[src/hdl/sac_regs.vh]
// constants for the converter control block
// Functional notes
// - result is a 10-bit code, zero is ground, all ones is reference minus one step
// - reference and channel selections only reach the converter while enabled
// - result right-justified by default, left-justified when left adjust set
// - reading the low byte locks result updates until the high byte is read
// - done flag still rises when a locked result is discarded
// - start bit begins one conversion, reads one throughout, cleared at finish
// - channel change during a conversion applies only afterwards
// - with auto trigger on, a trigger rising edge resets prescaler and starts
// - trigger edges during conversion ignored; a held high trigger does not restart
// - a flag used as trigger must be cleared by software before retriggering
// - done flag as trigger restarts immediately after completion; first needs start write
// - free running keeps the start bit reading one continuously
// - software start works with auto trigger on; start bit reads one in any conversion
// - prescaler runs while enabled, held reset while disabled, ratio from select
// - a written start begins at the next converter clock edge
// - normal conversion 13 converter cycles, first after enable 25 cycles
// - sample strobe at 1.5 cycles normally, 13.5 cycles on the first conversion
// - at completion write result, set done flag, clear start bit in single mode
// - auto triggered conversions sample 2 cycles into the conversion, 3 cycles after the trigger edge
// - differential auto trigger from non-done sources takes 25 cycles each time
// - converter stays disabled unless power reduction bit is zero
// - channel select also offers ground and bandgap as single-ended inputs
// - selections frozen from start, tracking resumes in the last cycle before done
`ifndef SAC_REGS_VH
`define SAC_REGS_VH
`define SAC_RES_W 10
`define SAC_CONV_NORMAL 5'h0D
`define SAC_CONV_FIRST 5'h19
`define SAC_SH_NORMAL 5'h01
`define SAC_SH_FIRST 5'h0D
`define SAC_SH_AUTO 5'h02
`define SAC_TRIG_DONE 3'h0
`define SAC_CH_GND 5'h1F
`define SAC_CH_BANDGAP 5'h1E
`endif

[src/hdl/sac_fifo.v]
// small synchronous fifo carrying converted results
`timescale 1ns/1ns
module sac_fifo #(
  parameter WIDTH = 10,
  parameter DEPTH = 8,
  parameter AW = 3
) (
  // clock and reset
  input wire mclk_i,
  input wire rst_n_i,
  // write side
  input wire in_valid_i,
  output wire in_ready_o,
  input wire [WIDTH-1:0] in_data_i,
  // read side
  output wire out_valid_o,
  input wire out_ready_i,
  output wire [WIDTH-1:0] out_data_o
);
  reg [WIDTH-1:0] mem_r [0:DEPTH-1];
  reg [AW-1:0] wp_r;
  reg [AW-1:0] rp_r;
  reg [AW:0] cnt_r;
  wire do_wr;
  wire do_rd;

  // honest full and empty
  assign in_ready_o = (cnt_r != DEPTH[AW:0]);
  assign out_valid_o = (cnt_r != {(AW+1){1'b0}});
  assign out_data_o = mem_r[rp_r];
  assign do_wr = in_valid_i & in_ready_o;
  assign do_rd = out_valid_o & out_ready_i;

  // storage
  always @(posedge mclk_i) begin
    if (do_wr) begin
      mem_r[wp_r] <= in_data_i;
    end
  end

  // pointers and count
  always @(posedge mclk_i or negedge rst_n_i) begin
    if (!rst_n_i) begin
      wp_r <= {AW{1'b0}};
      rp_r <= {AW{1'b0}};
      cnt_r <= {(AW+1){1'b0}};
    end else begin
      if (do_wr) begin
        wp_r <= (wp_r == DEPTH[AW-1:0] - 1'b1) ? {AW{1'b0}} : wp_r + 1'b1;
      end
      if (do_rd) begin
        rp_r <= (rp_r == DEPTH[AW-1:0] - 1'b1) ? {AW{1'b0}} : rp_r + 1'b1;
      end
      if (do_wr & ~do_rd) begin
        cnt_r <= cnt_r + 1'b1;
      end else if (do_rd & ~do_wr) begin
        cnt_r <= cnt_r - 1'b1;
      end
    end
  end
endmodule

[src/hdl/sac_ctrl.v]
// conversion sequencer, prescaler, trigger and result path
`timescale 1ns/1ns
`include "sac_regs.vh"
module sac_ctrl #(
  parameter PS_W = 7,
  parameter FIFO_DEPTH = 8
) (
  // clock and reset
  input wire mclk_i,
  input wire rst_n_i,
  // control bits from software
  input wire converter_enable_i,
  input wire converter_power_reduction_i,
  input wire start_conversion_wr_i,
  input wire auto_trigger_enable_i,
  input wire [2:0] trigger_source_select_i,
  input wire [2:0] prescaler_select_i,
  input wire left_adjust_result_i,
  input wire [4:0] channel_select_i,
  input wire [1:0] reference_select_i,
  input wire differential_mode_i,
  input wire done_flag_clear_i,
  // trigger sources from pins or other blocks
  input wire [7:0] trigger_sources_i,
  // result byte reads
  input wire result_low_rd_i,
  input wire result_high_rd_i,
  // analog front end
  input wire [`SAC_RES_W-1:0] afe_code_i,
  output reg afe_enable_o,
  output reg afe_sample_o,
  output reg [4:0] afe_channel_o,
  output reg [1:0] afe_reference_o,
  // status
  output reg start_conversion_bit_o,
  output reg conversion_done_flag_o,
  output reg [7:0] result_high_byte_o,
  output reg [7:0] result_low_byte_o,
  // result stream
  output reg stream_valid_o,
  input wire stream_ready_i,
  output reg [`SAC_RES_W-1:0] stream_data_o
);
  // ----------------------------------------------------------------
  // declarations
  // ----------------------------------------------------------------
  localparam ST_IDLE = 2'h0;
  localparam ST_WAIT = 2'h1;
  localparam ST_CONV = 2'h2;
  reg [1:0] state_r;
  reg [PS_W-1:0] ps_cnt_r;
  reg [4:0] cyc_r;
  reg first_r;
  reg auto_conv_r;
  reg lock_r;
  reg [7:0] trig_meta_r;
  reg [7:0] trig_sync_r;
  reg trg_prev_r;
  reg [4:0] conv_len_r;
  reg [4:0] sh_cyc_r;
  reg sh_half_r;
  wire enabled;
  wire adc_tick;
  wire sel_trig;
  wire trig_edge;
  wire [`SAC_RES_W-1:0] code;
  wire done_now;
  wire ff_in_ready;
  wire ff_out_valid;
  wire [`SAC_RES_W-1:0] ff_out_data;
  wire ff_pop;
  reg [PS_W-1:0] ps_mask;

  // module is on only when not power-reduced
  assign enabled = converter_enable_i & ~converter_power_reduction_i;

  // ----------------------------------------------------------------
  // prescaler
  // ----------------------------------------------------------------
  // division ratio as a power of two mask
  always @* begin
    case (prescaler_select_i)
      3'h0, 3'h1: ps_mask = 7'h01;
      3'h2: ps_mask = 7'h03;
      3'h3: ps_mask = 7'h07;
      3'h4: ps_mask = 7'h0F;
      3'h5: ps_mask = 7'h1F;
      3'h6: ps_mask = 7'h3F;
      default: ps_mask = 7'h7F;
    endcase
  end
  // converter clock enable: last count of each period
  assign adc_tick = enabled & ((ps_cnt_r & ps_mask) == ps_mask);

  // ----------------------------------------------------------------
  // trigger synchronisation
  // ----------------------------------------------------------------
  // two stage synchroniser on every source
  always @(posedge mclk_i or negedge rst_n_i) begin
    if (!rst_n_i) begin
      trig_meta_r <= 8'h00;
      trig_sync_r <= 8'h00;
      trg_prev_r <= 1'b0;
    end else begin
      trig_meta_r <= trigger_sources_i;
      trig_sync_r <= trig_meta_r;
      trg_prev_r <= sel_trig;
    end
  end
  // done flag source uses the internal flag directly
  assign sel_trig = (trigger_source_select_i == `SAC_TRIG_DONE) ? conversion_done_flag_o :
    trig_sync_r[trigger_source_select_i];
  // done flag source restarts from the sequencer only, never from an idle edge
  assign trig_edge = auto_trigger_enable_i & enabled & sel_trig & ~trg_prev_r &
    (trigger_source_select_i != `SAC_TRIG_DONE);

  // ----------------------------------------------------------------
  // result formatting
  // ----------------------------------------------------------------
  assign code = afe_code_i;
  assign done_now = (state_r == ST_CONV) & adc_tick & (cyc_r == conv_len_r - 5'h01);

  // ----------------------------------------------------------------
  // sequencer
  // ----------------------------------------------------------------
  always @(posedge mclk_i or negedge rst_n_i) begin
    if (!rst_n_i) begin
      state_r <= ST_IDLE;
      ps_cnt_r <= {PS_W{1'b0}};
      cyc_r <= 5'h00;
      first_r <= 1'b1;
      auto_conv_r <= 1'b0;
      lock_r <= 1'b0;
      conv_len_r <= `SAC_CONV_NORMAL;
      sh_cyc_r <= `SAC_SH_NORMAL;
      sh_half_r <= 1'b1;
      afe_enable_o <= 1'b0;
      afe_sample_o <= 1'b0;
      afe_channel_o <= 5'h00;
      afe_reference_o <= 2'h0;
      start_conversion_bit_o <= 1'b0;
      conversion_done_flag_o <= 1'b0;
      result_high_byte_o <= 8'h00;
      result_low_byte_o <= 8'h00;
    end else begin
      afe_enable_o <= enabled;
      afe_sample_o <= 1'b0;
      // prescaler held reset while disabled or on a trigger edge in idle
      if (!enabled || (trig_edge && state_r == ST_IDLE)) begin
        ps_cnt_r <= {PS_W{1'b0}};
      end else begin
        ps_cnt_r <= ps_cnt_r + 1'b1;
      end
      if (!enabled) begin
        first_r <= 1'b1;
      end
      // selections track only while enabled and not mid conversion
      if (enabled && (state_r != ST_CONV || done_now)) begin
        afe_channel_o <= channel_select_i;
        afe_reference_o <= reference_select_i;
      end
      // result byte lock: low read locks, high read unlocks
      if (result_high_rd_i) begin
        lock_r <= 1'b0;
      end else if (result_low_rd_i) begin
        lock_r <= 1'b1;
      end
      // done flag: set wins over clear
      if (done_now) begin
        conversion_done_flag_o <= 1'b1;
      end else if (done_flag_clear_i) begin
        conversion_done_flag_o <= 1'b0;
      end
      if (start_conversion_wr_i && enabled) begin
        start_conversion_bit_o <= 1'b1;
      end
      case (state_r)
        ST_IDLE: begin
          if (enabled && (start_conversion_wr_i || trig_edge)) begin
            state_r <= ST_WAIT;
            start_conversion_bit_o <= 1'b1;
            auto_conv_r <= trig_edge & ~start_conversion_wr_i;
          end
        end
        ST_WAIT: begin
          if (!enabled) begin
            state_r <= ST_IDLE;
          end else if (adc_tick) begin
            state_r <= ST_CONV;
            cyc_r <= 5'h00;
            first_r <= 1'b0;
            if (first_r || (auto_conv_r && differential_mode_i &&
                trigger_source_select_i != `SAC_TRIG_DONE)) begin
              conv_len_r <= `SAC_CONV_FIRST;
              sh_cyc_r <= `SAC_SH_FIRST;
              sh_half_r <= 1'b1;
            end else if (auto_conv_r) begin
              conv_len_r <= `SAC_CONV_NORMAL;
              sh_cyc_r <= `SAC_SH_AUTO;
              sh_half_r <= 1'b0;
            end else begin
              conv_len_r <= `SAC_CONV_NORMAL;
              sh_cyc_r <= `SAC_SH_NORMAL;
              sh_half_r <= 1'b1;
            end
          end
        end
        ST_CONV: begin
          if (!enabled) begin
            state_r <= ST_IDLE;
            start_conversion_bit_o <= 1'b0;
          end else begin
            if (adc_tick) begin
              cyc_r <= cyc_r + 5'h01;
            end
            // sample strobe at the programmed point, counted within one prescaler period
            if (cyc_r == sh_cyc_r && ((sh_half_r && (ps_cnt_r & ps_mask) == (ps_mask >> 1)) ||
                (!sh_half_r && (ps_cnt_r & ps_mask) == {PS_W{1'b0}}))) begin
              afe_sample_o <= 1'b1;
            end
            if (done_now) begin
              if (!lock_r || result_high_rd_i) begin
                // justification
                if (left_adjust_result_i) begin
                  result_high_byte_o <= code[9:2];
                  result_low_byte_o <= {code[1:0], 6'h00};
                end else begin
                  result_high_byte_o <= {6'h00, code[9:8]};
                  result_low_byte_o <= code[7:0];
                end
              end
              if (auto_trigger_enable_i && trigger_source_select_i == `SAC_TRIG_DONE) begin
                state_r <= ST_CONV;
                cyc_r <= 5'h00;
                auto_conv_r <= 1'b0;
                conv_len_r <= `SAC_CONV_NORMAL;
                sh_cyc_r <= `SAC_SH_NORMAL;
                sh_half_r <= 1'b1;
              end else begin
                state_r <= ST_IDLE;
                start_conversion_bit_o <= 1'b0;
              end
            end
          end
        end
        default: begin
          state_r <= ST_IDLE;
        end
      endcase
    end
  end

  // ----------------------------------------------------------------
  // result stream through the fifo
  // ----------------------------------------------------------------
  sac_fifo #(
    .WIDTH(`SAC_RES_W),
    .DEPTH(FIFO_DEPTH),
    .AW(3)
  ) u_fifo (
    .mclk_i(mclk_i),
    .rst_n_i(rst_n_i),
    .in_valid_i(done_now),
    .in_ready_o(ff_in_ready),
    .in_data_i(code),
    .out_valid_o(ff_out_valid),
    .out_ready_i(~stream_valid_o | stream_ready_i),
    .out_data_o(ff_out_data)
  );
  assign ff_pop = ff_out_valid & (~stream_valid_o | stream_ready_i);

  // registered stream output stage
  always @(posedge mclk_i or negedge rst_n_i) begin
    if (!rst_n_i) begin
      stream_valid_o <= 1'b0;
      stream_data_o <= 10'h000;
    end else if (~stream_valid_o | stream_ready_i) begin
      stream_valid_o <= ff_out_valid;
      if (ff_pop) begin
        stream_data_o <= ff_out_data;
      end
    end
  end
endmodule

[config.mk]
export PLATFORM = sky130hd
export DESIGN_NAME = sac_ctrl
export DESIGN_NICKNAME = d
export VERILOG_FILES = /design/src/hdl/sac_fifo.v /design/src/hdl/sac_ctrl.v
export VERILOG_INCLUDE_DIRS = /design/src /design/src/hdl
export SDC_FILE = /design/constraint.sdc
export NUM_CORES = 1
export LEC_CHECK = 0
export ABC_AREA = 1
export BUFFER_PORTS_ARGS = -buffer_cell sky130_fd_sc_hd__buf_4
export CAP_MARGIN = 20
export CORE_MARGIN = 2
export CORE_UTILIZATION = 30
export CTS_CLUSTER_DIAMETER = 40
export CTS_CLUSTER_SIZE = 10
export DETAILED_ROUTE_END_ITERATION = 10
export SYNTH_ARGS = -nofsm -noshare
export SYNTH_HDL_FRONTEND = slang
export SYNTH_SLANG_ARGS = --single-unit
[constraint.sdc]
create_clock -name mclk_i -period 3.8 [get_ports mclk_i]
set_input_delay 0.57 -clock mclk_i [delete_from_list [all_inputs] [get_ports mclk_i]]
set_output_delay 0.57 -clock mclk_i [all_outputs]
set_load 0.1 [all_outputs]
==> flow_metrics.env <==
export IMPL_slew_headroom_pct=40.9
export IMPL_first_pass_iters=6
export IMPL_min_path_type="input port to async pin"
export IMPL_hpwl_mm=10.5
export IMPL_yosysMostFrequentCell="nand2_1"
export IMPL_peakVddDrop_uv=521
export IMPL_post_synth_top_area_cell="edfxtp_1"
export IMPL_io_pins=81
export IMPL_wl_per_cell_um=15.3
export IMPL_cts_tree="yes"
export IMPL_tns_ns=0
export IMPL_syn_avg_cell_area_um2=10.9
export IMPL_final_nets=790
export IMPL_worst_pin_slew_ns=0.886
export IMPL_r2r_cells=14
export IMPL_p_leak_nw=3.72
export IMPL_timing_rr_end="u_fifo.cnt_r[3]"
export IMPL_slew_violations=0
export IMPL_period_minus_slack_ns=2.59
export IMPL_htreeDepth=4
export IMPL_synth_edf_count=80
export IMPL_final_util_pct=37.8
export IMPL_yosysUniqueCellTypes=44
export IMPL_diodes=0
export IMPL_rsz0062_at_grt="false"
export IMPL_fin_crit_sh_pct=68.1
export IMPL_required_ns=4.15
export IMPL_post_cts_resized=0
export IMPL_drt_total_wl_mm=16.2
export IMPL_r2r_start="cyc_r[0]"
export IMPL_initial_core_util_pct=30.8
export IMPL_synthSimpleGateAreaFrac_pct=16.8
export IMPL_fmax_mhz=387
export IMPL_antenna_found_initial=0
export IMPL_core_area_um2=22800
export IMPL_n_fill_cell=2273
export IMPL_finalHoldViolCount=0
export IMPL_r2r_slack_ns=1.21
export IMPL_maxCapViolations=0
export IMPL_muxShareOfSynthArea_pct=1.99
export IMPL_synthAdderAreaFrac_pct=2.07
export IMPL_cp_arrival_ns=2.93
export IMPL_end_kind="register"
export IMPL_die_w_um=157
export IMPL_ys_seq_elements=165
export IMPL_drt_initial_drc_count=359
export IMPL_synth_xor_xnor_area_share_pct=1.12
export IMPL_grt_pass1_vias=4809
export IMPL_port_buffers=79
export IMPL_yosysTopAreaCellShare_pct=34.2
export IMPL_clock_path_buffers=2
export IMPL_drc=0
export IMPL_grt_overflow_total=0
export IMPL_die_h_um=157
export IMPL_cts_made_buffers=17
export IMPL_ys_top_cells_by_count="nand2_1 (139), dfrtp_1 (81), edfxtp_1 (80), nor2_1 (71), inv_1 (45)"
export IMPL_area_growth_pct=22.9
export IMPL_yosysWarnings=0
export IMPL_synth_top_family_by_area="simple AND/OR/NAND/NOR gates"
export IMPL_final_setup_viol_count=0
export IMPL_skew_ns=0.0135
export IMPL_finalWeightedCongestion=0.803
export IMPL_crit_path_start_kind="register"
export IMPL_syn_cell_area_um2=7030
export IMPL_yosys_top_cells_area="edfxtp_1 (34%), dfrtp_1 (29%), nand2_1 (7.4%), nor2_1 (3.8%), inv_1 (2.4%)"
export IMPL_async_reset_ff_share_pct=51.5
export IMPL_track_usage_pct=13.8
export IMPL_path_class="register to register"
export IMPL_syn_nets=699
export IMPL_fp_row_count=55
export IMPL_grt_max_degree=75
export IMPL_ys_seq_area_share_pct=64.5
export IMPL_ys_flop_type="dfrtp_1"
export IMPL_clock_latency_ns=0.43
export IMPL_place_area_um2=8010
export IMPL_p_per_area_nw_per_um2=634
export IMPL_synth_compound_area_share_pct=9.40
export IMPL_root_buffer="clkbuf_16"
export IMPL_design_area_um2=8640
export IMPL_die_area_um2=24700
export IMPL_path_clk_slew_ns=0.07
export IMPL_viasPerCell=4.59
export IMPL_cp_max_fo=8
export IMPL_drive_above_1_share_pct=19.9
export IMPL_outcome="completed"
export IMPL_worstSetupStartpoint="cyc_r[0]"
export IMPL_cts_setup_buffers=0
export IMPL_cts_sinks=165
export IMPL_holdBufCountCts=0
export IMPL_syn_inst=645
export IMPL_grt_first_pass_wirelength_mm=26.0
export IMPL_ant_nets=0
export IMPL_routed_via_count=4877
==> metrics by stage <==
stage	std cells	total power, mW	hold WS (ns)	worst slack [ns]
floorplan	645	3.36	0.274	0.892
global placement	1028	3.78	0.333	0.873
detailed placement	1028	3.80	0.336	0.850
CTS	1060	5.53	0.234	1.19
global route	1062	5.78	0.104	0.983
finish	1062	5.47	0.0919	1.21
==> cells in the final DEF (no fill, tap or decap), drive strengths merged, types with 2 or more instances in the layout <==
cell and instances:
nand2 145, buf 95, dfrtp 81, edfxtp 80, nor2 73, inv 56, o21ai 52, nand3 28
clkbuf 17, o211ai 14, mux2i 14, nor3 12, o32ai 10, o221ai 10, ha 10, nand4 9
a21oi 9, xor2 7, clkinv 6, dfstp 4, a31oi 2, nor3b 2, o21bai 2, xnor2 2
==> where the power goes <==
group | total, mW | internal [mW] | switching (mW)
Combinational | 1.59 | 0.462 | 1.13
Clock | 1.71 | 0.933 | 0.778
Sequential | 2.17 | 2.02 | 0.159
==> state kept, by name (all words and copies together) (netlist names), 2 cells and up <==
name,flops
result_low_byte_o,8
state_r,2
u_fifo.mem_r,80
afe_channel_o,5
stream_data_o,10
u_fifo.wp_r,3
trig_meta_r,7
cyc_r,5
u_fifo.cnt_r,4
trig_sync_r,7
afe_reference_o,2
u_fifo.rp_r,3
ps_cnt_r,7
result_high_byte_o,8
sh_cyc_r,3
==> how the worst max path moves through the flow <==
| stage | cells past startpoint | end | slack (ns) |
|---|---|---|---|
| detailed placement | 14 | u_fifo.cnt_r[3] | 0.85 |
| CTS | 14 | u_fifo.cnt_r[3] | 1.19 |
| finish | 14 | u_fifo.cnt_r[3] | 1.21 |
| global route | 14 | u_fifo.cnt_r[3] | 0.98 |
| global placement | 14 | u_fifo.cnt_r[3] | 0.87 |
| floorplan | 14 | u_fifo.cnt_r[3] | 0.89 |
==> final cells by class <==
cell class,count,area (µm²),area share [%]
flip-flops and latches,165,4530,52.5
repair buffers,95,741,8.58
inverters,48,180,2.09
clock inverters,15,161,1.87
well taps,313,392,4.53
clock buffers,17,425,4.93
multi-input cells,409,2200,25.5
==> cells by family after synthesis <==
kind of cell,count (synthesis)
AND/OR/NAND/NOR,271
flip-flops,165
AO/OA/AOI/OAI,104
buffers and inverters,71
multiplexers,14
adder cells (fa/ha/maj),11
XOR/XNOR,9
==> worst max-delay path: stages, from the launching register on <==
cell and delay (ns):
dfrtp_1 0.38, inv_1 0.14, ha_1 0.18, nand3_1 0.09, nor3_2 0.22, nand2_4 0.13, nor2_8 0.14, ha_1 0.20
inv_1 0.09, ha_1 0.28, a21o_1 0.17, a21oi_1 0.16, nor2_1 0.06, nor2_1 0.13, xor2_1 0.16
==> layer usage <==
| metal | track usage, % | share of wire [%] | vias up |
|---|---|---|---|
| li1 | - | - | 2415 |
| met1 | 18.2 | 46 | 2350 |
| met2 | 22.7 | 48 | 98 |
| met3 | 3.36 | 4.9 | 14 |
| met4 | 4.11 | 1.2 | 0 |
| met5 | 0 | 0 | - |
Note: power is estimated with default switching activity, not from simulation.
